==> src/logic/gdm_pkg.sv <==
package gdm_pkg;
  // Register byte addresses on the plain register port (one register every four bytes)
  localparam logic [5:0] ADDR_CTRL = 6'h00;
  localparam logic [5:0] ADDR_SENSE = 6'h04;
  localparam logic [5:0] ADDR_OCTHR = 6'h08;
  localparam logic [5:0] ADDR_BOOST = 6'h0c;
  localparam logic [5:0] ADDR_SLEW = 6'h10;
  localparam logic [5:0] ADDR_IRQ_STAT = 6'h14;
  localparam logic [5:0] ADDR_IRQ_CLR = 6'h18;
  localparam logic [5:0] ADDR_IRQ_EN = 6'h1c;
  localparam logic [5:0] ADDR_LIVE = 6'h20;
  // Control register fields
  localparam int CTRL_CMP_EN = 0;
  localparam int CTRL_AMP_EN = 2;
  localparam int CTRL_ACT0 = 4;
  localparam int CTRL_ACT1 = 5;
  localparam int CTRL_DCL_EN = 6;
  localparam int CTRL_BOOST_EN = 7;
  // Status / enable layout
  localparam int ST_HS = 0;
  localparam int ST_LS = 3;
  localparam int ST_LV = 6;
  localparam int ST_HV = 7;
  localparam int ST_OC = 8;
  localparam int ST_BITS = 10;
  // Fixed prefix of the threshold converter code
  localparam logic [1:0] OC_DAC_PREFIX = 2'h3;
  // Reset values
  localparam logic [7:0] CTRL_RST = 8'h00;
  localparam logic [2:0] SENSE_RST = 3'h0;
  localparam logic [7:0] OCTHR_RST = 8'h00;
  localparam logic [7:0] BOOST_DIV_RST = 8'h01;
  localparam logic [3:0] BOOST_LIM_RST = 4'h0;
  localparam logic [2:0] SLEW_RST = 3'h0;
  // Slew reference current in uA: base plus step per code
  localparam int SLEW_BASE_UA = 10;
  localparam int SLEW_STEP_UA = 10;
endpackage

==> src/logic/gdm_sync.sv <==
`timescale 1ns/100ps
// Two-flop synchroniser, one per bit
module gdm_sync #(
  parameter int WIDTH = 1
) (
  input wire logic clk_in,
  input wire logic srst_in,
  input wire logic [WIDTH-1:0] d_in,
  output logic [WIDTH-1:0] q_out
);
  logic [WIDTH-1:0] meta;

  // First stage is read only by the second stage
  always_ff @(posedge clk_in) begin
    if (srst_in) begin
      meta <= '0;
      q_out <= '0;
    end else begin
      meta <= d_in;
      q_out <= meta;
    end
  end
endmodule

==> src/logic/gdm_core.sv <==
`timescale 1ns/100ps
//
// Contract
// - Three-bit field selects the current sense amplifier input offset.
// - Threshold code is prefix 11 above four-bit field; amplifier compared against it.
// - Overcurrent comparator works only with its enable and amplifier enable set.
// - DC-link pin divided by five reaches the ADC only while monitor enabled.
// - Boost switching clock comes from bus clock through programmable divider.
// - Four-bit field selects the boost coil current limit.
// - Boost clock passes only when enabled and supply feedback below reference.
// - Interrupt requests only in run mode.
// - Stop mode entry or exit leaves all interrupt flags unchanged.
// - Line 0 asserts on any desaturation flag with desaturation enable set.
// - Line 1 asserts on low or high voltage or overcurrent with enables.
// - Slew field sets reference current 10uA plus code times 10uA.
// - Desaturation flag cleared by writing one; pre-driver resumes PWM.
module gdm_core
  import gdm_pkg::*;
#(
  parameter int DIV_WIDTH = 8
) (
  // Clock and reset
  input wire logic CLK_IN,
  input wire logic SRST_IN,
  // Register port
  input wire logic [5:0] ADDR_IN,
  input wire logic [31:0] WDATA_IN,
  input wire logic WR_IN,
  input wire logic RD_IN,
  output logic [31:0] RDATA_OUT,
  // Analog side: comparator and monitor results (asynchronous)
  input wire logic [2:0] HS_DESAT_IN,
  input wire logic [2:0] LS_DESAT_IN,
  input wire logic LOW_VOLTAGE_IN,
  input wire logic HIGH_VOLTAGE_IN,
  input wire logic [1:0] OC_CMP_IN,
  input wire logic SUPPLY_BELOW_REF_IN,
  // Processor mode
  input wire logic STOP_MODE_IN,
  // PWM sources for the pre-drivers
  input wire logic [5:0] PWM_IN,
  // Analog controls
  output logic [2:0] SENSE_OFFSET_SEL_OUT,
  output logic [1:0] SENSE_AMP_EN_OUT,
  output logic [1:0] OC_CMP_EN_OUT,
  output logic [5:0] OC_DAC0_OUT,
  output logic [5:0] OC_DAC1_OUT,
  output logic DC_LINK_MUX_EN_OUT,
  output logic [3:0] BOOST_CURRENT_LIMIT_OUT,
  output logic BOOST_SWITCH_OUT,
  output logic [2:0] HIGH_SIDE_SLEW_SEL_OUT,
  output logic [6:0] SLEW_REF_UA_OUT,
  // Gate drive
  output logic [5:0] GATE_OUT,
  // Interrupts
  output logic IRQ0_OUT,
  output logic IRQ1_OUT
);
  typedef struct packed {
    logic [7:0] ctrl;
    logic [2:0] sense_offset_sel;
    logic [7:0] overcurrent_threshold;
    logic [DIV_WIDTH-1:0] boost_div;
    logic [3:0] boost_current_limit;
    logic [2:0] high_side_slew_sel;
    logic [ST_BITS-1:0] stat;
    logic [ST_BITS-1:0] irq_en;
    logic [DIV_WIDTH-1:0] div_cnt;
    logic boost_clk;
    logic [31:0] rdata;
  } gdm_state_t;

  gdm_state_t st;
  gdm_state_t next_st;

  logic [2:0] hs_desat;
  logic [2:0] ls_desat;
  logic lv;
  logic hv;
  logic [1:0] oc_raw;
  logic below_ref;
  logic stop_mode;
  logic [1:0] oc_live;
  logic [ST_BITS-1:0] events;
  logic [ST_BITS-1:0] clr;
  logic boost_tick;

  // Pin-level status passes two flops before use
  gdm_sync #(
    .WIDTH(12)
  ) u_sync (
    .clk_in(CLK_IN),
    .srst_in(SRST_IN),
    .d_in({HS_DESAT_IN, STOP_MODE_IN, SUPPLY_BELOW_REF_IN, OC_CMP_IN, HIGH_VOLTAGE_IN,
      LOW_VOLTAGE_IN, LS_DESAT_IN}),
    .q_out({hs_desat, stop_mode, below_ref, oc_raw, hv, lv, ls_desat})
  );

  // Comparator results count only with both enables set
  assign oc_live = oc_raw & OC_CMP_EN_OUT & SENSE_AMP_EN_OUT;
  assign events = {oc_live, hv, lv, ls_desat, hs_desat};
  assign clr = (WR_IN && ADDR_IN == ADDR_IRQ_CLR) ? WDATA_IN[ST_BITS-1:0] : '0;
  assign boost_tick = (st.div_cnt == '0);

  // Next-state logic: register writes, sticky flags, divider
  always_comb begin
    next_st = st;
    if (WR_IN) begin
      unique case (ADDR_IN)
        ADDR_CTRL: next_st.ctrl = WDATA_IN[7:0];
        ADDR_SENSE: next_st.sense_offset_sel = WDATA_IN[2:0];
        ADDR_OCTHR: next_st.overcurrent_threshold = WDATA_IN[7:0];
        ADDR_BOOST: begin
          next_st.boost_div = WDATA_IN[DIV_WIDTH-1:0];
          next_st.boost_current_limit = WDATA_IN[DIV_WIDTH+3:DIV_WIDTH];
        end
        ADDR_SLEW: next_st.high_side_slew_sel = WDATA_IN[2:0];
        ADDR_IRQ_EN: next_st.irq_en = WDATA_IN[ST_BITS-1:0];
        default: ;
      endcase
    end
    // Set beats clear; stop mode does not touch the flags
    next_st.stat = (st.stat & ~clr) | events;
    // Divider reloads so the switch toggles once per boost_div+1 cycles
    if (boost_tick) begin
      next_st.div_cnt = st.boost_div;
      next_st.boost_clk = ~st.boost_clk;
    end else begin
      next_st.div_cnt = st.div_cnt - 1'b1;
    end
    // Read data stand for exactly the cycle after the strobe
    next_st.rdata = '0;
    if (RD_IN) begin
      unique case (ADDR_IN)
        ADDR_CTRL: next_st.rdata = {24'h0, st.ctrl};
        ADDR_SENSE: next_st.rdata = {29'h0, st.sense_offset_sel};
        ADDR_OCTHR: next_st.rdata = {24'h0, st.overcurrent_threshold};
        ADDR_BOOST: next_st.rdata = 32'({st.boost_current_limit, st.boost_div});
        ADDR_SLEW: next_st.rdata = {29'h0, st.high_side_slew_sel};
        ADDR_IRQ_STAT: next_st.rdata = 32'(st.stat);
        ADDR_IRQ_EN: next_st.rdata = 32'(st.irq_en);
        ADDR_LIVE: next_st.rdata = 32'({below_ref, events});
        default: next_st.rdata = '0;
      endcase
    end
  end

  // State register
  always_ff @(posedge CLK_IN) begin
    if (SRST_IN) begin
      st.ctrl <= CTRL_RST;
      st.sense_offset_sel <= SENSE_RST;
      st.overcurrent_threshold <= OCTHR_RST;
      st.boost_div <= DIV_WIDTH'(BOOST_DIV_RST);
      st.boost_current_limit <= BOOST_LIM_RST;
      st.high_side_slew_sel <= SLEW_RST;
      st.stat <= '0;
      st.irq_en <= '0;
      st.div_cnt <= '0;
      st.boost_clk <= 1'b0;
      st.rdata <= '0;
    end else begin
      st <= next_st;
    end
  end

  // Analog control outputs straight from registers
  assign RDATA_OUT = st.rdata;
  assign SENSE_OFFSET_SEL_OUT = st.sense_offset_sel;
  assign OC_CMP_EN_OUT = st.ctrl[CTRL_CMP_EN+1:CTRL_CMP_EN];
  assign SENSE_AMP_EN_OUT = st.ctrl[CTRL_AMP_EN+1:CTRL_AMP_EN];
  assign OC_DAC0_OUT = {OC_DAC_PREFIX, st.overcurrent_threshold[3:0]};
  assign OC_DAC1_OUT = {OC_DAC_PREFIX, st.overcurrent_threshold[7:4]};
  assign DC_LINK_MUX_EN_OUT = st.ctrl[CTRL_DCL_EN];
  assign BOOST_CURRENT_LIMIT_OUT = st.boost_current_limit;
  assign HIGH_SIDE_SLEW_SEL_OUT = st.high_side_slew_sel;
  // Reference current in uA for the pre-driver current source
  assign SLEW_REF_UA_OUT = 7'(SLEW_BASE_UA + SLEW_STEP_UA * st.high_side_slew_sel);

  // Gated switching clock; feedback above reference parks the switch low
  assign BOOST_SWITCH_OUT = st.boost_clk & st.ctrl[CTRL_BOOST_EN] & below_ref;

  // Fault shutdown of pre-drivers; desat clears per phase, overcurrent by action bit.
  // Mixed action bits are not defended against; software keeps them equal.
  logic oc_all_off;
  logic oc_hs_off;
  assign oc_all_off = (st.stat[ST_OC] & st.ctrl[CTRL_ACT0]) | (st.stat[ST_OC+1] & st.ctrl[CTRL_ACT1]) |
    st.stat[ST_LV];
  assign oc_hs_off = oc_all_off | st.stat[ST_HV] | (st.stat[ST_OC] & ~st.ctrl[CTRL_ACT0]) |
    (st.stat[ST_OC+1] & ~st.ctrl[CTRL_ACT1]);
  genvar g;
  generate
    for (g = 0; g < 3; g++) begin : g_phase
      // Low-side PWM index 2g+1, high-side 2g; flag clear resumes PWM
      assign GATE_OUT[2*g] = PWM_IN[2*g] & ~st.stat[ST_HS+g] & ~oc_hs_off;
      assign GATE_OUT[2*g+1] = oc_all_off ? 1'b0 : (oc_hs_off ? 1'b1 : (PWM_IN[2*g+1] & ~st.stat[ST_LS+g]));
    end
  endgenerate

  // Level requests, masked in stop mode
  logic [ST_BITS-1:0] pend;
  assign pend = st.stat & st.irq_en;
  assign IRQ0_OUT = ~stop_mode & (|pend[ST_LV-1:0]);
  assign IRQ1_OUT = ~stop_mode & (|pend[ST_BITS-1:ST_LV]);
endmodule

==> config.mk <==
export PLATFORM = sky130hd
export DESIGN_NAME = gdm_core
export DESIGN_NICKNAME = d
export VERILOG_FILES = /design/src/logic/gdm_pkg.sv /design/src/logic/gdm_sync.sv /design/src/logic/gdm_core.sv
export SDC_FILE = /design/constraint.sdc
export NUM_CORES = 1
export LEC_CHECK = 0
export ABC_AREA = 1
export ABC_CLOCK_PERIOD_IN_PS = 2560
export BUFFER_PORTS_ARGS = -buffer_cell sky130_fd_sc_hd__buf_4
export CAP_MARGIN = 20
export CORE_UTILIZATION = 55
export CTS_BUF_LIST = sky130_fd_sc_hd__clkbuf_16
export DETAILED_ROUTE_END_ITERATION = 10
export GPL_TIMING_DRIVEN = 0
export PLACE_DENSITY = 0.83
export SYNTH_ARGS = -nofsm -noshare
export SYNTH_HDL_FRONTEND = slang
export SYNTH_SLANG_ARGS = --single-unit
==> constraint.sdc <==
create_clock -name CLK_IN -period 2.56 [get_ports CLK_IN]
set_input_delay 0.384 -clock CLK_IN [delete_from_list [all_inputs] [get_ports CLK_IN]]
set_output_delay 0.384 -clock CLK_IN [all_outputs]
set_load 0.02 [all_outputs]
==> metrics.md, run 1 <==
| Metric | Value |
|---|---|
| ANT cells | `0` |
| Global routing usage summed across all routing layers | `29.5%` |
| Run status | `finished clean` |
| Total global routing overflow | `0` |
| Required arrival time at the worst endpoint | `2.18 ns` |
| Number of DRC markers in iteration 0 | `331` |
| Yosys top cell by area | `sky130_fd_sc_hd__dfxtp_1` |
| I/O Buffers | `88` |
| Endpoint kind of the worst setup timing path | `output pin` |
| Count of state elements after synthesis | `99` |
| Most used routing layer | `met2` |
| Arr. time, crit path | `1.86 ns` |
| Critical Setup Path Class | `reg -> out` |
| Synth Warn # | `0` |
| Area share of the leading cell type in the synthesized netlist | `41.5%` |
| Top-level port count | `135` |
| GRT met2 Usage | `49.9%` |
| Routed wirelength normalized by instance count | `14.6 microns` |
| Global routing usage on met1 | `35.0%` |
| CTS Buf Count | `9` |
| Number of gates resized after cts | `0` |
| Vias in the first global route | `4,217` |
| Share of synthesized flip-flops with an asynchronous set or reset | `0%` |
| Worst-path clk slew | `0.07 ns` |
| Pins Over Slew Limit | `0` |
| Setup Skew | `0.00415 ns` |
| Fraction of the mapped netlist area in simple logic gates | `28.8%` |
| Compound-cell area share of the yosys netlist | `10.3%` |
| Slew at the pin closest to its max-slew limit | `0.833 ns` |
| Worst skew pair latency | `0.35 ns` |
| XOR/XNOR share of the synthesized area | `1.10%` |
| Tmin final | `2.24 ns` |
| Area growth from synthesis to final layout | `24.5%` |
| Unrepaired setup endpoints after global routing | `false` |
| Total routed wirelength | `12.8 mm` |
| Fraction of layout instances using a drive strength above 1 | `25.0%` |
| Wire length of the first global-routing pass | `20.1 mm` |
| Width of the die | `95.2 microns` |
| Fmax | `447 MHz` |
| Number of antenna violations at the first check in global routing | `0` |
| Tot Pwr | `3.67 mW` |
| Final layout net count | `837` |
| Number of maximum-capacitance constraint violations | `0` |
| Main combinational cell family by area after synthesis | `simple AND/OR/NAND/NOR gates` |
| Share of the cycle needed by the critical path after routing | `87.5%` |
| Mux share of post-synthesis cell area | `0%` |
| Setup_tns | `0 ns` |
| Leakage dissipation | `2.82 nW` |
| Die height | `95.2 microns` |
| Mean instance size in the synthesized netlist | `7.35 sq um` |
| Most frequently used cell type in the post-synthesis netlist | `sky130_fd_sc_hd__nand2_1` |
| Core footprint | `8300 sq um` |
| Number of hold buffers added after CTS | `0` |
| Number of different library cells in the post-synthesis netlist | `38` |
| CTS tree | `done` |
| Number of vias after detailed routing | `4,626` |
| Sequential fraction of the synthesis area | `41.5%` |
| Total half-perimeter wirelength after legalization and detailed placement | `9.64 mm` |
| Post-Synth Adder-Cell Area | `1.31%` |
| Maximum ir drop on the vdd rail | `0.445 mV` |
| Fill cell instance count of the final layout | `692` |
| FF+latch area | `1980 sq um` |
| Number of sinks driven by the clock tree | `99` |
| Total die area | `9070 sq um` |
| Pwr Density | `616 nW/um^2` |
| Post-DRT Antenna Nets | `0` |
| Vias per cell | `5.25` |
| Clk root buf | `sky130_fd_sc_hd__clkbuf_16` |
| Cell types occupying the most area after synthesis | `sky130_fd_sc_hd__dfxtp_1 (41%), sky130_fd_sc_hd__buf_4 (9.3%), sky130_fd_sc_hd__nand2_1 (8.4%), sky130_fd_sc_hd__nor2_1 (8.2%), sky130_fd_sc_hd__nand3_1 (5.0%)` |
| Gate Count Post-Synth | `650` |
| Total DRC errors in the routed layout | `0` |
| Maximum number of pins on one net before global-route repair | `17` |
| Worst-case headroom to the max-slew limit | `43.9%` |
| Total iterations of the first detailed-routing run | `5` |
| Met3 track demand over resource | `8.37%` |
| Largest driver fanout on the critical path | `5` |
| Final hold violations | `0` |
| Count of flip-flops with a built-in enable after synthesis | `0` |
| Number of buffers inserted to repair setup after CTS | `0` |
| Buffer levels on the longest clock path | `2` |
| Top post-synthesis cells by count | `sky130_fd_sc_hd__nand2_1 (107), sky130_fd_sc_hd__nor2_1 (104), sky130_fd_sc_hd__dfxtp_1 (99)` |
| Final estimated routing congestion in global placement | `0.947` |
| Post-synthesis instance area | `4780 sq um` |
| Rows | `33` |
| CTS H-Tree Depth | `3` |
| Most frequently used flop master after synthesis | `sky130_fd_sc_hd__dfxtp_1` |
| CP startpoint kind | `flop` |
| Path category of the worst min-delay check | `in -> reg` |
| Starting Density | `57.6%` |
| Area occupied by multi-input gates | `2080 sq um` |
| Setup Viol. Count Final | `0` |
==> state kept, by name (all words and copies together), names as in the netlist, 3 cells and up <==
register,flops
SENSE_OFFSET_SEL_OUT,3
u_sync.q_out,12
OC_DAC0_OUT,4
u_sync.meta,12
OC_DAC1_OUT,4
BOOST_CURRENT_LIMIT_OUT,4
st,40
HIGH_SIDE_SLEW_SEL_OUT,3
RDATA_OUT,12
==> path summary, 6_finish.rpt <==
kind | cells after the start | startpoint | slack [ns] | to
max | 6 | HIGH_SIDE_SLEW_SEL_OUT[2] | 0.32 | SLEW_REF_UA_OUT[6]
min | 3 | HS_DESAT_IN[1] | 0.23 | u_sync.meta[10]
max reg2reg | 7 | st[33] | 0.91 | st[34]
min reg2reg | 2 | u_sync.meta[3] | 0.40 | u_sync.q_out[3]
==> cell type report <==
class                   count  area share [%]
flip-flops and latches     99            33.3
clock inverters             6            1.11
well taps                 105            2.21
inverters                  68            4.33
plain buffers              77            9.23
clock buffers               9            3.79
repair buffers             88            11.1
multi-input cells         429            34.9
==> layer usage <==
metal,up-vias,share of wire [%]
met3,45,10
met2,286,48
met5,-,0
li1,2232,-
met1,2063,39
met4,0,2.5
==> cells in the final DEF (no fill, tap or decap), types with 2 or more instances in the layout <==
cell type	count
sky130_fd_sc_hd__a21oi_1	47
sky130_fd_sc_hd__a22o_1	3
sky130_fd_sc_hd__buf_1	3
sky130_fd_sc_hd__buf_2	4
sky130_fd_sc_hd__buf_4	147
sky130_fd_sc_hd__buf_6	3
sky130_fd_sc_hd__clkbuf_1	7
sky130_fd_sc_hd__clkbuf_16	9
sky130_fd_sc_hd__clkinv_2	4
sky130_fd_sc_hd__clkinv_4	2
sky130_fd_sc_hd__conb_1	25
sky130_fd_sc_hd__dfxtp_1	99
sky130_fd_sc_hd__ha_1	5
sky130_fd_sc_hd__inv_1	64
sky130_fd_sc_hd__nand2_1	107
sky130_fd_sc_hd__nand2_2	4
sky130_fd_sc_hd__nand2_4	4
sky130_fd_sc_hd__nand3_1	48
sky130_fd_sc_hd__nand4_1	16
sky130_fd_sc_hd__nor2_1	104
sky130_fd_sc_hd__nor2_2	3
sky130_fd_sc_hd__nor2_4	5
sky130_fd_sc_hd__nor2_8	2
sky130_fd_sc_hd__nor3_1	2
sky130_fd_sc_hd__nor4_1	3
sky130_fd_sc_hd__o21ai_0	21
sky130_fd_sc_hd__o21ai_1	15
sky130_fd_sc_hd__o21ai_2	2
sky130_fd_sc_hd__xnor2_1	5
==> critical path, stage by stage, from the launching register on <==
cell and delay, ns:
sky130_fd_sc_hd__dfxtp_1 0.37, sky130_fd_sc_hd__ha_1 0.22, sky130_fd_sc_hd__ha_1 0.19, sky130_fd_sc_hd__ha_1 0.31
sky130_fd_sc_hd__nand3_1 0.10, sky130_fd_sc_hd__xnor2_1 0.15, sky130_fd_sc_hd__buf_4 0.16
==> logic make-up after synthesis <==
logic type                 count (synthesis)
and+or+nand+nor                          301
buffers and inverters                    145
DFF                                       99
AOI/OAI and AO/OA                         92
xor gates and xnor gates                   6
adders and majority gates                  5
other                                      2
==> report_power, final <==
group          internal (mW)  switching, mW  leakage, nW  total, mW
logic                  0.239          0.397         1.87      0.636
registers               1.63         0.0604        0.806       1.69
clock network          0.755          0.590        0.146       1.34
==> per-stage QoR <==
step                std cells  hold slack, ns  cell area (sq um)  worst slack, ns  util (%)
global route              881           0.234               5950            0.134      71.7
detailed placement        866           0.394               5660            0.701      68.2
floorplan                 673           0.388               4870            0.708         -
CTS                       881           0.236               5950            0.329      71.7
finish                    881           0.232               5950            0.321      71.7
global placement          866           0.390               5660            0.753      68.2
(Power assumes the default switching activity.)
==> run 2, diff against run 1 <==
--- a/config.mk
+++ b/config.mk
@@ -10,10 +10,10 @@
 export BUFFER_PORTS_ARGS = -buffer_cell sky130_fd_sc_hd__buf_4
 export CAP_MARGIN = 20
 export CORE_UTILIZATION = 55
-export CTS_BUF_LIST = sky130_fd_sc_hd__clkbuf_16
 export DETAILED_ROUTE_END_ITERATION = 10
 export GPL_TIMING_DRIVEN = 0
 export PLACE_DENSITY = 0.83
 export SYNTH_ARGS = -nofsm -noshare
 export SYNTH_HDL_FRONTEND = slang
+export SYNTH_HIERARCHICAL = 1
 export SYNTH_SLANG_ARGS = --single-unit
==> run 2 against run 1 <==
Against the previous run: clock-buffer cell count stayed put; global-route usage decreased by 1.2 points; clock skew increased by 0.0052 ns; synthesized area fell by 0.16%; critical path depth stayed put; critical endpoint unchanged; largest cell class unchanged.
==> metrics.md, run 2 <==
| Metric | Value |
|---|---|
| Number of gates resized after cts | `0` |
| Maximum number of pins on one net before global-route repair | `17` |
| Total global routing overflow | `0` |
| Flip-flop count of the largest register, all copies and words added | `40` |
| Fmax | `446 MHz` |
| Width of the die | `95.1 microns` |
| Number of maximum-capacitance constraint violations | `0` |
| Mean instance size in the synthesized netlist | `7.33 sq um` |
| Yosys top cell by area | `sky130_fd_sc_hd__dfxtp_1` |
| CTS H-Tree Depth | `3` |
| Fill cell instance count of the final layout | `689` |
| Pins Over Slew Limit | `0` |
| Number of sinks driven by the clock tree | `99` |
| Arr. time, crit path | `1.86 ns` |
| Starting Density | `57.5%` |
| Setup Skew | `0.00932 ns` |
| Most frequently used cell type in the post-synthesis netlist | `sky130_fd_sc_hd__nor2_1` |
| Buffer levels on the longest clock path | `2` |
| Number of hold buffers added after CTS | `0` |
| Share of the cycle needed by the critical path after routing | `87.5%` |
| CTS Buf Count | `9` |
| ANT cells | `0` |
| I/O Buffers | `89` |
| Detailed-route wire length on metal 1 | `5.07 mm` |
| Final core area utilization | `70.5%` |
| Reg with most FFs | `st` |
| Clk root buf | `sky130_fd_sc_hd__clkbuf_8` |
| Leading cell types in the layout, fill and taps excluded | `sky130_fd_sc_hd__buf_4 (150), sky130_fd_sc_hd__nor2_1 (123), sky130_fd_sc_hd__dfxtp_1 (99)` |
| Worst-path clk slew | `0.10 ns` |
| Core footprint | `8300 sq um` |
| Total die area | `9050 sq um` |
| Number of vias after detailed routing | `4,493` |
| Global routing usage summed across all routing layers | `28.2%` |
| Met3 wire length | `953 microns` |
| Final hold violations | `0` |
| Critical Setup Path Class | `reg -> out` |
| Worst skew pair latency | `0.37 ns` |
| Slew at the pin closest to its max-slew limit | `0.811 ns` |
| Area share of the leading cell type in the synthesized netlist | `41.5%` |
| Worst-case headroom to the max-slew limit | `45.4%` |
| Setup_tns | `0 ns` |
| Number of antenna violations at the first check in global routing | `0` |
| Cell types occupying the most area after synthesis | `sky130_fd_sc_hd__dfxtp_1 (42%), sky130_fd_sc_hd__nor2_1 (9.7%), sky130_fd_sc_hd__buf_4 (9.6%), sky130_fd_sc_hd__nand2_1 (6.9%), sky130_fd_sc_hd__inv_1 (4.9%)` |
| Sequential fraction of the synthesis area | `41.5%` |
| Run status | `finished clean` |
| Count of state elements after synthesis | `99` |
| Number of buffers inserted to repair setup after CTS | `0` |
| Leakage dissipation | `2.79 nW` |
| Path category of the worst min-delay check | `in -> reg` |
| Total iterations of the first detailed-routing run | `5` |
| Share of synthesized flip-flops with an asynchronous set or reset | `0%` |
| Final estimated routing congestion in global placement | `0.922` |
| Top routing layer in use | `met4` |
| Endpoint kind of the worst setup timing path | `output pin` |
| Tot Pwr | `3.26 mW` |
| Leading cell type in the layout, fill and taps excluded | `sky130_fd_sc_hd__buf_4` |
| Number of different library cells in the post-synthesis netlist | `33` |
| Required arrival time at the worst endpoint | `2.18 ns` |
| Area growth from synthesis to final layout | `22.6%` |
| Total half-perimeter wirelength after legalization and detailed placement | `9.12 mm` |
| Largest driver fanout on the critical path | `5` |
| Unrepaired setup endpoints after global routing | `false` |
| Pwr Density | `557 nW/um^2` |
| Post-synthesis instance area | `4770 sq um` |
| Number of DRC markers in iteration 0 | `295` |
| Setup Viol. Count Final | `0` |
| Post-DRT Antenna Nets | `0` |
| Vias in the first global route | `4,043` |
| Maximum ir drop on the vdd rail | `0.327 mV` |
| Rows | `33` |
| Die height | `95.1 microns` |
| Total DRC errors in the routed layout | `0` |
| Met2 routed wirelength | `6.02 mm` |
| CTS tree | `done` |
| CP startpoint kind | `flop` |
| Routed wirelength normalized by instance count | `13.9 microns` |
| Tmin final | `2.24 ns` |
| Count of flip-flops with a built-in enable after synthesis | `0` |
| Top-level port count | `135` |
| Final layout net count | `839` |
| Vias per cell | `5.09` |
| Synth Warn # | `6` |
| Total routed wirelength | `12.3 mm` |
| Gate Count Post-Synth | `651` |
| Most frequently used flop master after synthesis | `sky130_fd_sc_hd__dfxtp_1` |
| Wire length of the first global-routing pass | `19.4 mm` |
| Fraction of layout instances using a drive strength above 1 | `25.3%` |
| Top post-synthesis cells by count | `sky130_fd_sc_hd__nor2_1 (123), sky130_fd_sc_hd__dfxtp_1 (99), sky130_fd_sc_hd__nand2_1 (88)` |
==> run 2: changes by cell type after synthesis, moves of 4 or more <==
cell | previous run | this run
sky130_fd_sc_hd__o21ai_0 | 21 | 33
sky130_fd_sc_hd__nand3_1 | 48 | 40
sky130_fd_sc_hd__o21ai_1 | 15 | 19
sky130_fd_sc_hd__nor2_1 | 104 | 123
sky130_fd_sc_hd__nand2_1 | 107 | 88
sky130_fd_sc_hd__a21oi_1 | 47 | 38
==> run 2: path summary, 6_finish.rpt <==
kind                            slack [ns]                       from                 end  depth (start not counted)
worst max register to register        0.92                     st[33]              st[35]                          8
worst max-delay path                  0.32  HIGH_SIDE_SLEW_SEL_OUT[0]  SLEW_REF_UA_OUT[6]                          6
worst min register to register        0.41            u_sync/meta[10]    u_sync/q_out[10]                          2
worst min-delay path                  0.20             LOW_VOLTAGE_IN      u_sync/meta[3]                          3
==> run 2: cell type report <==
cell class	instances	area, sq um	share of cell area (%)
well taps	105	131	2.25
repair buffers	89	668	11.4
clock buffers	9	124	2.12
clock inverters	6	67.6	1.16
multi-input cells	429	2050	35.0
inverters	67	253	4.32
plain buffers	79	574	9.82
flip-flops and latches	99	1980	33.9
==> run 2: where the power goes <==
part	switching, mW	internal [mW]	total [mW]	leakage [nW]
registers	0.0475	1.62	1.67	0.806
clock network	0.556	0.448	1.00	0.0913
logic	0.365	0.221	0.586	1.89
total	0.969	2.29	3.26	2.79
==> run 2: metrics by stage <==
stage | worst slack [ns] | std cells | instance area [sq um] | hold slack (ns)
3_3_place_gp | 0.755 | 868 | 5660 | 0.391
3_5_place_dp | 0.716 | 868 | 5660 | 0.394
4_1_cts | 0.325 | 883 | 5850 | 0.213
6_report | 0.319 | 883 | 5850 | 0.203
2_1_floorplan | 0.710 | 674 | 4860 | 0.388
5_1_grt | 0.162 | 883 | 5850 | 0.215
==> run 2: cell families (layout without fill, tap and decap cells) <==
family          after synthesis  after routing  share of synthesized area (%)
compound gates               97             97                           10.6
xor+xnor                      7              7                           1.28
fa+ha+maj                     5              5                           1.31
buf+inv                     146            250                           17.3
flops                        99             99                           41.5
other cells                   2             25                          0.157
simple gates                295            295                           27.7
==> run 2: routing by layer <==
metal	global-route usage [%]	vias up
li1	-	2231
met1	35.6	2025
met2	47.5	213
met3	5.10	24
met4	11.1	0
met5	0	-
==> run 2: critical path, cell delays in order, from the launching register on <==
cell and delay (ns):
sky130_fd_sc_hd__dfxtp_1 0.37, sky130_fd_sc_hd__ha_1 0.22, sky130_fd_sc_hd__ha_1 0.19, sky130_fd_sc_hd__ha_1 0.30, sky130_fd_sc_hd__nand3_1 0.10, sky130_fd_sc_hd__xnor2_1 0.16
sky130_fd_sc_hd__buf_4 0.16
